### src/hdl/reg_field_pkg.sv
// register field library package: offsets, bit positions, reset values
// assumes a 32-bit apb slave with byte addresses, one word per register
package reg_field_pkg;

    // ****************************************
    // register offsets (byte addresses)
    // ****************************************
    localparam int          ADDR_W        = 12;
    localparam logic [11:0] ADDR_STATUS   = 12'h000;
    localparam logic [11:0] ADDR_CTRL     = 12'h004;
    localparam logic [11:0] ADDR_LOCK     = 12'h008;
    localparam logic [11:0] ADDR_WO       = 12'h00C;
    localparam logic [11:0] ADDR_EVT      = 12'h010;
    localparam logic [11:0] ADDR_MULTI    = 12'h014;
    localparam logic [11:0] ADDR_TRIG     = 12'h018;
    localparam logic [11:0] ADDR_TRIG_CLR = 12'h01C;
    localparam logic [11:0] ADDR_FIFO     = 12'h020;
    localparam logic [11:0] ADDR_FIFO_ST  = 12'h024;
    localparam logic [11:0] ADDR_BASE     = 12'h028;
    localparam logic [11:0] ADDR_SET      = 12'h02C;
    localparam logic [11:0] ADDR_CLR      = 12'h030;

    // ****************************************
    // field positions
    // ****************************************
    localparam int EVT_SS  = 0;
    localparam int EVT_RC  = 1;
    localparam int EVT_RS  = 2;
    localparam int EVT_W1S = 3;
    localparam int EVT_W0S = 4;
    localparam int EVT_WS  = 5;
    localparam int EVT_WC  = 6;
    localparam int EVT_W1T = 7;
    localparam int EVT_W0T = 8;
    localparam int EVT_W   = 9;
    localparam int TRIG_BIT      = 0;
    localparam int LOCK_BIT      = 0;
    localparam int FIFO_FULL_BIT = 8;

    // ****************************************
    // reset values
    // ****************************************
    localparam logic [7:0]  CTRL_RST    = 8'h00;
    localparam logic [15:0] WO_RST      = 16'h0000;
    localparam logic [8:0]  EVT_RST     = 9'h000;
    localparam logic [7:0]  ZERO_RST    = 8'h00;
    localparam logic [7:0]  REFRESH_RST = 8'h00;
    localparam logic [31:0] BASE_RST    = 32'h0000_0000;
    localparam logic [15:0] HRO_RST     = 16'h00A5;

    // ****************************************
    // decoded register select
    // ****************************************
    typedef enum logic [3:0] {
        SEL_NONE, SEL_STATUS, SEL_CTRL, SEL_LOCK, SEL_WO, SEL_EVT, SEL_MULTI,
        SEL_TRIG, SEL_TRIG_CLR, SEL_FIFO, SEL_FIFO_ST, SEL_BASE, SEL_SET, SEL_CLR
    } reg_sel_e;

endpackage : reg_field_pkg

### src/hdl/push_fifo.sv
// flip-flop fifo fed by the push field of the register bank
// assumes the drain side is on the same clock
`timescale 1ns/1ps
module push_fifo #(
    parameter int WIDTH = 32,
    parameter int DEPTH = 8,
    parameter int CNT_W = $clog2(DEPTH + 1)
) (
    // clock and reset
    input  wire logic             i_ref_clk,
    input  wire logic             i_reset,
    // fill side
    input  wire logic             i_push,
    input  wire logic [WIDTH-1:0] i_data,
    output logic                  o_full,
    output logic [CNT_W-1:0]      o_count,
    // drain side
    output logic                  o_valid,
    output logic [WIDTH-1:0]      o_data,
    input  wire logic             i_ready
);
    localparam int PTR_W = $clog2(DEPTH);

    if (DEPTH < 2 || (DEPTH & (DEPTH - 1)) != 0 || CNT_W < $clog2(DEPTH + 1)) begin : g_bad_depth
        $error("push_fifo depth must be a power of two, at least 2");
    end

    logic [WIDTH-1:0] mem_reg [DEPTH];
    logic [PTR_W-1:0] wr_ptr_reg;
    logic [PTR_W-1:0] rd_ptr_reg;
    logic [CNT_W-1:0] count_reg;
    logic             do_push;
    logic             do_pop;

    assign o_full  = (count_reg == CNT_W'(DEPTH));
    assign o_valid = (count_reg != '0);
    assign o_count = count_reg;
    assign o_data  = mem_reg[rd_ptr_reg];
    assign do_push = i_push && !o_full;
    assign do_pop  = o_valid && i_ready;

    // ****************************************
    // storage
    // ****************************************
    always_ff @(posedge i_ref_clk) begin
        if (do_push) begin
            mem_reg[wr_ptr_reg] <= i_data;
        end
    end

    // ****************************************
    // pointers and level
    // ****************************************
    always_ff @(posedge i_ref_clk or posedge i_reset) begin
        if (i_reset) begin
            wr_ptr_reg <= '0;
            rd_ptr_reg <= '0;
            count_reg  <= '0;
        end else begin
            if (do_push) begin
                wr_ptr_reg <= wr_ptr_reg + 1'b1;
            end
            if (do_pop) begin
                rd_ptr_reg <= rd_ptr_reg + 1'b1;
            end
            if (do_push && !do_pop) begin
                count_reg <= count_reg + 1'b1;
            end else if (do_pop && !do_push) begin
                count_reg <= count_reg - 1'b1;
            end
        end
    end

endmodule : push_fifo

### src/hdl/register_field_bank.sv
// apb register bank built from the library of field access behaviours
// assumes a zero-wait apb master on i_ref_clk; event inputs come from
// logic on the same clock, so none of them is synchronised
//
// The APB register port and the register addresses were left to the implementer.
`timescale 1ns/1ps

// Behaviour
// - read-only field returns its live value, bus writes to it ignored
// - write-only field takes bus writes, software cannot read it back
// - hardware-only field holds a default for internal logic, never on bus
// - write-once lock accepts one write of 1, zero writes do nothing
// - self-set flag forced to 1 by its hardware event
// - self-zeroing fields, single or multi bit, cleared by hardware event
// - self-refresh field loaded with a new value on its hardware event
// - read-sets field becomes 1 after any bus read of it
// - read-to-clear field becomes 0 after any bus read of it
// - write-any-to-set field sets on any write
// - write-one-to-set field sets on 1, ignores 0
// - write-zero-to-set field sets on 0, ignores 1
// - write-any-to-clear field clears on any write
// - write-one-to-clear field clears on 1, ignores 0
// - write-zero-to-clear field clears on 0, ignores 1
// - trigger field makes one-cycle pulse on write of 1, stores nothing
// - trigger-cleared field cleared when its trigger gets a 1
// - write-one-to-toggle field inverts on 1, ignores 0
// - write-zero-to-toggle field inverts on 0, ignores 1
// - lock-gated field writable only while its lock is inactive
// - fifo push field pushes each written word into the fifo
// - set and clear aliases set or clear base bits written as 1
module register_field_bank #(
    parameter int          FIFO_DEPTH  = 8,
    parameter logic [15:0] HRO_DEFAULT = reg_field_pkg::HRO_RST
) (
    // clock and reset
    input  wire logic        i_ref_clk,
    input  wire logic        i_reset,
    // apb slave
    input  wire logic        i_psel,
    input  wire logic        i_penable,
    input  wire logic        i_pwrite,
    input  wire logic [11:0] i_paddr,
    input  wire logic [31:0] i_pwdata,
    output logic [31:0]      o_prdata,
    output logic             o_pready,
    output logic             o_pslverr,
    // peripheral events and status
    input  wire logic [15:0] i_hw_status,
    input  wire logic        i_evt_set,
    input  wire logic        i_evt_clr,
    input  wire logic        i_refresh_evt,
    input  wire logic [7:0]  i_refresh_val,
    // peripheral controls
    output logic [7:0]       o_ctrl_cfg,
    output logic             o_lock,
    output logic [15:0]      o_wo_value,
    output logic [15:0]      o_hro_value,
    output logic [8:0]       o_evt_flags,
    output logic [7:0]       o_zero_field,
    output logic [7:0]       o_refresh_field,
    output logic             o_trig_pulse,
    output logic             o_trig_cleared,
    output logic [31:0]      o_base_value,
    // fifo drain
    output logic             o_fifo_valid,
    output logic [31:0]      o_fifo_data,
    input  wire logic        i_fifo_ready
);
    localparam int CNT_W = $clog2(FIFO_DEPTH + 1);

    if (CNT_W > reg_field_pkg::FIFO_FULL_BIT) begin : g_bad_depth
        $error("fifo depth too large for the level field");
    end

    // ****************************************
    // address decode
    // ****************************************
    function automatic reg_field_pkg::reg_sel_e sel_of(input logic [11:0] addr);
        unique case (addr)
            reg_field_pkg::ADDR_STATUS:   sel_of = reg_field_pkg::SEL_STATUS;
            reg_field_pkg::ADDR_CTRL:     sel_of = reg_field_pkg::SEL_CTRL;
            reg_field_pkg::ADDR_LOCK:     sel_of = reg_field_pkg::SEL_LOCK;
            reg_field_pkg::ADDR_WO:       sel_of = reg_field_pkg::SEL_WO;
            reg_field_pkg::ADDR_EVT:      sel_of = reg_field_pkg::SEL_EVT;
            reg_field_pkg::ADDR_MULTI:    sel_of = reg_field_pkg::SEL_MULTI;
            reg_field_pkg::ADDR_TRIG:     sel_of = reg_field_pkg::SEL_TRIG;
            reg_field_pkg::ADDR_TRIG_CLR: sel_of = reg_field_pkg::SEL_TRIG_CLR;
            reg_field_pkg::ADDR_FIFO:     sel_of = reg_field_pkg::SEL_FIFO;
            reg_field_pkg::ADDR_FIFO_ST:  sel_of = reg_field_pkg::SEL_FIFO_ST;
            reg_field_pkg::ADDR_BASE:     sel_of = reg_field_pkg::SEL_BASE;
            reg_field_pkg::ADDR_SET:      sel_of = reg_field_pkg::SEL_SET;
            reg_field_pkg::ADDR_CLR:      sel_of = reg_field_pkg::SEL_CLR;
            default:                      sel_of = reg_field_pkg::SEL_NONE;
        endcase
    endfunction : sel_of

    reg_field_pkg::reg_sel_e cur_sel;
    logic                    access;
    logic                    wr_done;
    logic                    rd_done;
    logic                    fifo_full;
    logic [CNT_W-1:0]        fifo_count;
    logic [31:0]             rdata_next;
    logic [31:0]             prdata_reg;
    logic [7:0]              ctrl_reg;
    logic                    lock_reg;
    logic [15:0]             wo_reg;
    logic [8:0]              evt_reg;
    logic [8:0]              evt_next;
    logic [7:0]              zero_reg;
    logic [7:0]              refresh_reg;
    logic                    trig_reg;
    logic                    trig_clr_reg;
    logic [31:0]             base_reg;

    assign cur_sel = sel_of(i_paddr);
    assign access  = i_psel && i_penable;
    // push stalls the access while the fifo is full
    assign o_pready  = !(cur_sel == reg_field_pkg::SEL_FIFO && i_pwrite && fifo_full);
    assign o_pslverr = access && (cur_sel == reg_field_pkg::SEL_NONE);
    assign wr_done   = access && o_pready && i_pwrite;
    assign rd_done   = access && o_pready && !i_pwrite;
    assign o_prdata  = prdata_reg;

    // ****************************************
    // read data, captured in the setup cycle
    // ****************************************
    always_comb begin
        rdata_next = 32'h0000_0000;
        unique case (cur_sel)
            reg_field_pkg::SEL_STATUS:   rdata_next[15:0] = i_hw_status;
            reg_field_pkg::SEL_CTRL:     rdata_next[7:0] = ctrl_reg;
            reg_field_pkg::SEL_LOCK:     rdata_next[reg_field_pkg::LOCK_BIT] = lock_reg;
            reg_field_pkg::SEL_EVT:      rdata_next[8:0] = evt_reg;
            reg_field_pkg::SEL_MULTI:    rdata_next = {8'h00, refresh_reg, 8'h00, zero_reg};
            reg_field_pkg::SEL_TRIG_CLR: rdata_next[0] = trig_clr_reg;
            reg_field_pkg::SEL_FIFO_ST: begin
                rdata_next[CNT_W-1:0] = fifo_count;
                rdata_next[reg_field_pkg::FIFO_FULL_BIT] = fifo_full;
            end
            reg_field_pkg::SEL_BASE:     rdata_next = base_reg;
            reg_field_pkg::SEL_WO, reg_field_pkg::SEL_TRIG, reg_field_pkg::SEL_FIFO,
            reg_field_pkg::SEL_SET, reg_field_pkg::SEL_CLR, reg_field_pkg::SEL_NONE: begin
                rdata_next = 32'h0000_0000;
            end
        endcase
    end

    always_ff @(posedge i_ref_clk or posedge i_reset) begin
        if (i_reset) begin
            prdata_reg <= 32'h0000_0000;
        end else if (i_psel && !i_penable) begin
            prdata_reg <= rdata_next;
        end
    end

    // ****************************************
    // lock and lock-gated control
    // ****************************************
    always_ff @(posedge i_ref_clk or posedge i_reset) begin
        if (i_reset) begin
            lock_reg <= 1'b0;
        end else if (wr_done && cur_sel == reg_field_pkg::SEL_LOCK
                     && i_pwdata[reg_field_pkg::LOCK_BIT]) begin
            lock_reg <= 1'b1;
        end
    end

    always_ff @(posedge i_ref_clk or posedge i_reset) begin
        if (i_reset) begin
            ctrl_reg <= reg_field_pkg::CTRL_RST;
        end else if (wr_done && cur_sel == reg_field_pkg::SEL_CTRL && !lock_reg) begin
            ctrl_reg <= i_pwdata[7:0];
        end
    end

    // ****************************************
    // write-only value
    // ****************************************
    always_ff @(posedge i_ref_clk or posedge i_reset) begin
        if (i_reset) begin
            wo_reg <= reg_field_pkg::WO_RST;
        end else if (wr_done && cur_sel == reg_field_pkg::SEL_WO) begin
            wo_reg <= i_pwdata[15:0];
        end
    end

    // ****************************************
    // event flags, set wins over clear
    // ****************************************
    logic evt_wr;
    logic evt_rd;
    logic [8:0] w;
    assign evt_wr = wr_done && cur_sel == reg_field_pkg::SEL_EVT;
    assign evt_rd = rd_done && cur_sel == reg_field_pkg::SEL_EVT;
    assign w      = i_pwdata[8:0];

    always_comb begin
        evt_next = evt_reg;
        evt_next[reg_field_pkg::EVT_SS] = i_evt_set
            || (evt_reg[reg_field_pkg::EVT_SS] && !(evt_wr && w[reg_field_pkg::EVT_SS]));
        evt_next[reg_field_pkg::EVT_RC] = i_evt_set
            || (evt_reg[reg_field_pkg::EVT_RC] && !evt_rd);
        evt_next[reg_field_pkg::EVT_RS] = evt_rd
            || (evt_reg[reg_field_pkg::EVT_RS] && !(evt_wr && !w[reg_field_pkg::EVT_RS]));
        evt_next[reg_field_pkg::EVT_W1S] = (evt_wr && w[reg_field_pkg::EVT_W1S])
            || (evt_reg[reg_field_pkg::EVT_W1S] && !i_evt_clr);
        evt_next[reg_field_pkg::EVT_W0S] = (evt_wr && !w[reg_field_pkg::EVT_W0S])
            || (evt_reg[reg_field_pkg::EVT_W0S] && !i_evt_clr);
        evt_next[reg_field_pkg::EVT_WS] = evt_wr
            || (evt_reg[reg_field_pkg::EVT_WS] && !i_evt_clr);
        evt_next[reg_field_pkg::EVT_WC] = i_evt_set
            || (evt_reg[reg_field_pkg::EVT_WC] && !evt_wr);
        evt_next[reg_field_pkg::EVT_W1T] = evt_reg[reg_field_pkg::EVT_W1T]
            ^ (evt_wr && w[reg_field_pkg::EVT_W1T]);
        evt_next[reg_field_pkg::EVT_W0T] = evt_reg[reg_field_pkg::EVT_W0T]
            ^ (evt_wr && !w[reg_field_pkg::EVT_W0T]);
    end

    always_ff @(posedge i_ref_clk or posedge i_reset) begin
        if (i_reset) begin
            evt_reg <= reg_field_pkg::EVT_RST;
        end else begin
            evt_reg <= evt_next;
        end
    end

    // ****************************************
    // multi-bit hardware-updated fields
    // ****************************************
    always_ff @(posedge i_ref_clk or posedge i_reset) begin
        if (i_reset) begin
            zero_reg <= reg_field_pkg::ZERO_RST;
        end else if (i_evt_clr) begin
            zero_reg <= 8'h00;
        end else if (wr_done && cur_sel == reg_field_pkg::SEL_MULTI) begin
            zero_reg <= i_pwdata[7:0];
        end
    end

    always_ff @(posedge i_ref_clk or posedge i_reset) begin
        if (i_reset) begin
            refresh_reg <= reg_field_pkg::REFRESH_RST;
        end else if (i_refresh_evt) begin
            refresh_reg <= i_refresh_val;
        end else if (wr_done && cur_sel == reg_field_pkg::SEL_MULTI) begin
            refresh_reg <= i_pwdata[23:16];
        end
    end

    // ****************************************
    // trigger and trigger-cleared field
    // ****************************************
    logic trig_wr;
    assign trig_wr = wr_done && cur_sel == reg_field_pkg::SEL_TRIG
                     && i_pwdata[reg_field_pkg::TRIG_BIT];

    always_ff @(posedge i_ref_clk or posedge i_reset) begin
        if (i_reset) begin
            trig_reg <= 1'b0;
        end else begin
            trig_reg <= trig_wr;
        end
    end

    always_ff @(posedge i_ref_clk or posedge i_reset) begin
        if (i_reset) begin
            trig_clr_reg <= 1'b0;
        end else if (i_evt_set) begin
            trig_clr_reg <= 1'b1;
        end else if (trig_wr) begin
            trig_clr_reg <= 1'b0;
        end
    end

    // ****************************************
    // base register and its aliases
    // ****************************************
    always_ff @(posedge i_ref_clk or posedge i_reset) begin
        if (i_reset) begin
            base_reg <= reg_field_pkg::BASE_RST;
        end else if (wr_done) begin
            unique case (cur_sel)
                reg_field_pkg::SEL_BASE: base_reg <= i_pwdata;
                reg_field_pkg::SEL_SET:  base_reg <= base_reg | i_pwdata;
                reg_field_pkg::SEL_CLR:  base_reg <= base_reg & ~i_pwdata;
                default:                 base_reg <= base_reg;
            endcase
        end
    end

    // ****************************************
    // fifo push field
    // ****************************************
    // write pushes word
    push_fifo #(
        .WIDTH (32),
        .DEPTH (FIFO_DEPTH),
        .CNT_W (CNT_W)
    ) u_push_fifo (
        .i_ref_clk (i_ref_clk),
        .i_reset   (i_reset),
        .i_push    (wr_done && cur_sel == reg_field_pkg::SEL_FIFO),
        .i_data    (i_pwdata),
        .o_full    (fifo_full),
        .o_count   (fifo_count),
        .o_valid   (o_fifo_valid),
        .o_data    (o_fifo_data),
        .i_ready   (i_fifo_ready)
    );

    // ****************************************
    // outputs
    // ****************************************
    assign o_ctrl_cfg      = ctrl_reg;
    assign o_lock          = lock_reg;
    assign o_wo_value      = wo_reg;
    assign o_hro_value     = HRO_DEFAULT;
    assign o_evt_flags     = evt_reg;
    assign o_zero_field    = zero_reg;
    assign o_refresh_field = refresh_reg;
    assign o_trig_pulse    = trig_reg;
    assign o_trig_cleared  = trig_clr_reg;
    assign o_base_value    = base_reg;
endmodule : register_field_bank

### config.mk
export PLATFORM = sky130hd
export DESIGN_NAME = register_field_bank
export DESIGN_NICKNAME = d
export VERILOG_FILES = /design/src/hdl/reg_field_pkg.sv /design/src/hdl/push_fifo.sv /design/src/hdl/register_field_bank.sv
export SDC_FILE = /design/constraint.sdc
export NUM_CORES = 1
export LEC_CHECK = 0
export ABC_AREA = 1
export BUFFER_PORTS_ARGS = -buffer_cell sky130_fd_sc_hd__buf_2
export CAP_MARGIN = 20
export CORE_MARGIN = 4
export CORE_UTILIZATION = 25
export CTS_CLUSTER_DIAMETER = 50
export CTS_CLUSTER_SIZE = 40
export DETAILED_ROUTE_END_ITERATION = 6
export PLACE_DENSITY = 0.52
export RECOVER_POWER = 100
export SYNTH_ARGS = -nofsm -noshare
export SYNTH_HDL_FRONTEND = slang
export SYNTH_SLANG_ARGS = --single-unit
### constraint.sdc
create_clock -name i_ref_clk -period 4.36 [get_ports i_ref_clk]
set_clock_uncertainty 0.05 [all_clocks]
set_input_delay 0.218 -clock i_ref_clk [delete_from_list [all_inputs] [get_ports i_ref_clk]]
set_output_delay 0.218 -clock i_ref_clk [all_outputs]
set_load 0.05 [all_outputs]
==> impl_metrics.csv, run 1 <==
group,metric,value,unit
status,status,"finished, violations left",
status,violations,"max-capacitance violations, max-slew violations",
synthesis,synthDistinctLibCells,35,
finish,fillCellCount,6802,
floorplanning,die_y,264,microns
floorplanning,die-width,264,microns
floorplanning,dieArea,69700,sq um
clocking,clk_latency,550,ps
sta,tns,0,ps
clocking,ctsHoldBuffers,49,
finish,drive_gt1_frac,0.0931,
pwr,power_switching,4460,uW
sta,slew_viol_final,134,
synthesis,synthCells,1617,
finish,layout.nets,1963,
pwr,swShare,0.399,
drt,via_per_inst,4.52,
sta,finalCritPeriodShare,0.850,
grt,grt_pass1_vias,12500,
critical_path,regToRegEndpoint,"o_wo_value[11]$_DFFE_PP0P_",
critical_path,crit_fanout,65,
synthesis,ys_top_cells_by_area,"edfxtp_1, dfrtp_1, nand2_1, nor2_1, o21ai_0",
finish,fin_util,0.309,
floorplanning,initial_core_util,0.253,
sta,hold_viol_final,0,
clocking,clk_pin_slew_worst_paths,80,ps
critical_path,crit_end,"o_fifo_data[15]",
floorplanning,fp-row-count,93,
finish,final_cells,2768,
grt,grt_max_degree,130,
synthesis,syn_area,16400,sq um
synthesis,ys_warn_count,0,
sta,fin_crit,3700,ps
floorplanning,core-area,64700,sq um
critical_path,rr_worst_depth,6,
clocking,post-cts-setup-buffer-count,0,
synthesis,yosys.area.top_type,"edfxtp_1",
clocking,numCtsBuffers,40,
clocking,htree_num_levels,2,
grt,grt_pass1_wl,77500,microns
finish,final_cell_mix,"nand2_1, nor2_1, edfxtp_1",
finish,area_growth,22.2,%
sta,slew_headroom,-0.144,
critical_path,critPathCaptureType,"output pin",
place,gp_congestion,0.828,
clocking,clock-sinks,382,
finish,multi_input_area,4750,sq um
critical_path,r2r-start,"u_push_fifo.o_count[0]$_DFFE_PP0P_",
pwr,clkPwrFrac,0.309,
clocking,cts_root_buffer,"clkbuf_16",
synthesis,synth_seq_area_share,0.662,
drt,drt-initial-drc-count,843,
place,dp_cells,2643,
critical_path,cp.arrival,3440,ps
clocking,post_cts_resized,0,
pwr,power_density,559,nW/um^2
pwr,p_int,6730,uW
place,dpl.hpwl,32400,microns
clocking,cts_tree,"done",
sta,final-setup-viol-count,0,
critical_path,cp-start-kind,"flop",
critical_path,required,4090,ps
pwr,pwr-share-seq,0.359,
finish,final_common_cell,"nand2_1",
drt,drt.antenna.violating_nets,0,
finish,seqCellArea,10800,sq um
min_path,hold_path_class,"primary input to flop",
critical_path,path_class,"flop to output pin",
grt,grt_overflow,0,
pwr,combinationalPowerShare,0.333,
drt,drc,0,
critical_path,r2r_slack,990,ps
grt,antenna_found_initial,1,
pwr,ir_drop,0.274,mV
synthesis,syn_area_per_cell,10.1,sq um
grt,grt_usage,0.142,
sta,tightest_slew,1710,ps
finish,largest_register_ff_count,256,
drt,dr.pass1.iters,7,
floorplanning,ios,244,
place,portBuffers,227,
synthesis,ys_ff_latch,382,
synthesis,synth_top_area_share,0.470,
sta,rsz0062_at_grt,"no",
pwr,p_leak,0.00780,uW
drt,wl,50700,microns
clocking,clk_path_buf_depth,3,
sta,max_freq,270,MHz
drt,wl_per_cell,18.3,microns
drt,num_vias,12500,
flow_run,cap_violations,4,
sta,holdWs,30.6,ps
min_path,holdCritStartpoint,"i_hw_status[5]",
critical_path,startpoint,"u_push_fifo.rd_ptr_reg[1]$_DFFE_PP0P_",
[cells in the mapped netlist]
cell type,count
ha_1,5
buf_1,7
nor2_1,271
o21ai_0,189
nand3_2,2
nor3_1,8
buf_2,6
a21oi_1,13
inv_1,90
nor2_4,5
edfxtp_1,256
nand4_4,1
inv_2,2
nand3_4,1
dfrtp_1,126
nand4_1,5
nor2_2,7
buf_4,23
a31oi_1,32
xnor2_1,2
nand2_2,4
buf_6,2
nor4_1,2
conb_1,2
o21ai_1,6
a21o_1,1
nand2_1,347
xor2_1,4
or2_2,1
o22ai_1,34
nand3_1,101
nand3b_1,1
clkinv_1,1
clkbuf_1,59
fa_1,1
[through the flow]
step	power (uW)	worst slack [ps]	cell area, sq um
floorplan	6730	219	16400
global route	11800	412	20000
finish	11200	655	20000
CTS	11400	1010	20300
global placement	7820	1420	18500
detailed placement	7860	1330	18500
[power groups by stage]
stage               Sequential, uW  Clock (uW)  Combinational [uW]
CTS                           4010        3570                3820
finish                        4020        3450                3720
global route                  4020        3710                4070
detailed placement            4090           0                3770
global placement              4090           0                3740
floorplan                     4210           0                2520
[metal layers]
layer  up-vias  GRT usage  routed length, microns
met5         -          0                       0
met1      6098      0.195                   23500
met2       376      0.232                   23400
met3        57     0.0276                    2800
li1       5968          -                       -
met4         0     0.0348                     981
[logic make-up after synthesis]
kind of cell	after synthesis	share of synthesized area
flops	382	0.662
xor+xnor	6	0.00321
compound gates	275	0.0893
simple gates	756	0.190
buf+inv	190	0.0502
fa+ha+maj	6	0.00504
other cells	2	0.000459
[worst max-delay path, stage by stage (launching register included)]
cell and delay, ps:
dfrtp_2 360, clkbuf_2 1140, o21ai_0 230, o22ai_1 240
nor2_1 60, a31oi_1 320, clkbuf_1 510
[worst min-delay path by stage]
stage,cells after the start,slack [ps],to
after detailed placement,2,190,o_prdata[20]$_DFFE_PP0P_
final,5,30,o_prdata[5]$_DFFE_PP0P_
after floorplan,1,260,o_evt_flags[5]$_DFF_PP0_
after global routing,5,40,o_prdata[7]$_DFFE_PP0P_
after CTS,5,0.6,o_prdata[3]$_DFFE_PP0P_
after global placement,2,180,o_prdata[20]$_DFFE_PP0P_
[cell type report]
type / instances / share of cell area
diodes: 1 / 0.000125
clock buffers: 47 / 0.0539
multi-input cells: 1059 / 0.238
clock inverters: 27 / 0.0127
well taps: 855 / 0.0535
inverters: 93 / 0.0175
repair buffers: 304 / 0.0826
flip-flops and latches: 382 / 0.542
Note: power is estimated with default switching activity, not from simulation.
==> run 2: changes to the inputs <==
- clock period: 4.36 -> 3.75 ns (I/O delays scaled with it)
==> run 2 against run 1 <==
Effect of this change:
- the flow still finishes with violations (max-capacitance violations, max-slew violations)
- clock-buffer cell count shrank 10
- clock power grew 11%
- utilization grew 0.077 points
- first-iteration DRC count shrank 0.71%
- worst setup slack lost 260 ps
- cell area grew 0.25%
- cell count grew 0.33%
- total power grew 15%
- sequential share of layout area shrank 0.14 points
- via count grew 0.87%
- sequential power grew 18%
- critical path type unchanged
- critical endpoint is now o_fifo_data[14]
- largest power group unchanged
==> impl_metrics.csv, run 2 (synthesis results as in run 1) <==
group,metric,value,unit
drt,wl_per_cell,18.3,microns
drt,via_per_inst,4.54,
drt,dr.pass1.iters,5,
clocking,clk_path_buf_depth,3,
status,violations,"max-capacitance violations, max-slew violations",
floorplanning,initial_core_util,0.253,
critical_path,rr_worst_depth,8,
grt,grt_overflow,0,
min_path,min_to,"o_refresh_field[2]$_DFFE_PP0P_",
floorplanning,ios,244,
drt,drc,0,
place,gp_congestion,0.875,
grt,grt_max_degree,94,
min_path,holdCritStartpoint,"i_refresh_evt",
pwr,ir_drop,0.394,mV
sta,slew_viol_final,122,
floorplanning,die_y,264,microns
sta,hold_viol_final,0,
clocking,cts_tree,"done",
place,pre_cts_slack,776,ps
clocking,post-cts-setup-buffer-count,0,
critical_path,path_class,"flop to output pin",
floorplanning,dieArea,69700,sq um
critical_path,crit_buf_inv,3,
critical_path,critPathCaptureType,"output pin",
flow_run,cap_violations,3,
critical_path,crit_family,"buffers and inverters",
pwr,power_density,640,nW/um^2
sta,setup_ws,395,ps
floorplanning,fp-row-count,93,
status,status,"finished, violations left",
drt,drt.antenna.violating_nets,0,
drt,drt-initial-drc-count,837,
sta,max_freq,298,MHz
finish,layout.nets,1974,
place,portBuffers,227,
clocking,numCtsBuffers,37,
place,dpl.hpwl,33600,microns
critical_path,cp.arrival,3120,ps
pwr,p_leak,0.00779,uW
critical_path,r2r_slack,560,ps
critical_path,crit_fanout,36,
sta,tightest_slew,1900,ps
sta,slew_headroom,-0.266,
min_path,hold_depth,5,
finish,final_common_cell,"nand2_1",
drt,num_vias,12600,
sta,fin_crit,3360,ps
finish,fin_util,0.310,
clocking,clk_latency,550,ps
finish,largest_register_ff_count,256,
critical_path,required,3510,ps
critical_path,cp-start-kind,"flop",
critical_path,cp.depth,7,
clocking,clk_pin_slew_worst_paths,80,ps
critical_path,max_stage_delay,540,ps
clocking,cts_root_buffer,"clkbuf_16",
sta,rsz0062_at_grt,"no",
grt,antenna_found_initial,1,
critical_path,r2r-start,"u_push_fifo.o_count[0]$_DFFE_PP0P_",
place,placed_area,18500,sq um
clocking,clock-sinks,382,
grt,grt_pass1_vias,12500,
finish,area_growth,22.5,%
floorplanning,core-area,64700,sq um
grt,grt_pass1_wl,77600,microns
drt,wl,50900,microns
critical_path,cp_cell_sequence,"inv_2 -> buf_4 -> o21ai_0 -> o22ai_1 -> nor2_1 -> a31oi_1 -> clkbuf_1",
grt,grt_usage,0.141,
finish,final_cell_mix,"nand2_1, nor2_1, edfxtp_1",
finish,final_area,20100,sq um
critical_path,crit_slowest_cell,"clkbuf_1",
floorplanning,die-width,264,microns
min_path,hold_path_class,"primary input to flop",
clocking,htree_num_levels,2,
sta,finalCritPeriodShare,0.895,
sta,final-setup-viol-count,0,
critical_path,regToRegEndpoint,"o_base_value[24]$_DFFE_PP0P_",
finish,drive_gt1_frac,0.0865,
==> run 2: worst max path at each step <==
stage               slack, ps                                   to                                  start
finish                    390                      o_fifo_data[14]  u_push_fifo.rd_ptr_reg[1]$_DFFE_PP0P_
detailed placement        780   u_push_fifo.o_count[3]$_DFFE_PP0P_                            i_paddr[11]
global route              170                      o_fifo_data[11]  u_push_fifo.rd_ptr_reg[0]$_DFFE_PP0P_
global placement          860   u_push_fifo.o_count[3]$_DFFE_PP0P_                             i_paddr[9]
floorplan                -360  u_push_fifo.mem_reg[2][0]$_DFFE_PP_                             i_paddr[9]
CTS                       420                       o_fifo_data[4]  u_push_fifo.rd_ptr_reg[0]$_DFFE_PP0P_
==> run 2: per-stage QoR <==
stage	total power, uW	hold slack, ps	setup TNS [ps]	std cells
final	12800	97.0	0	2777
after global routing	13500	115	0	2775
after CTS	13100	6.45	0	2775
after detailed placement	9210	360	0	2647
after global placement	9160	350	0	2647
after floorplan	7830	234	-46120	1631
==> run 2: area by class of cell <==
type,count,area [sq um]
antenna,2,5.00
tap,855,1070
multi-input combinational,1059,4780
timing repair buffer,318,1730
clock inverter,31,344
sequential,382,10800
clock buffer,37,926
inverter,93,353
fill,6795,44600
==> run 2: power by group <==
part | total (uW) | internal, uW | switching (uW)
clock | 3830 | 1940 | 1890
sequential | 4740 | 4590 | 150
combinational | 4260 | 966 | 3290
total | 12800 | 7500 | 5330
==> run 2: timing repair <==
action	CTS	global route
endpoints found under the hold margin	346	0
resized for setup	0	0
hold buffers	60	0
setup endpoints to repair	0	0
==> run 2: routing by layer <==
layer / vias to the layer above / GRT usage / share of wire
met1: 6182 / 0.194 / 0.45
met3: 65 / 0.0282 / 0.059
met2: 371 / 0.231 / 0.47
met4: 0 / 0.0304 / 0.017
met5: - / 0 / 0
li1: 5990 / - / -
==> run 2: worst min-delay path, cell delays in order <==
cell     delay, ps
buf_2          200
nand2_1         80
o21ai_0         70
nand2_1         60
nand2_1         40
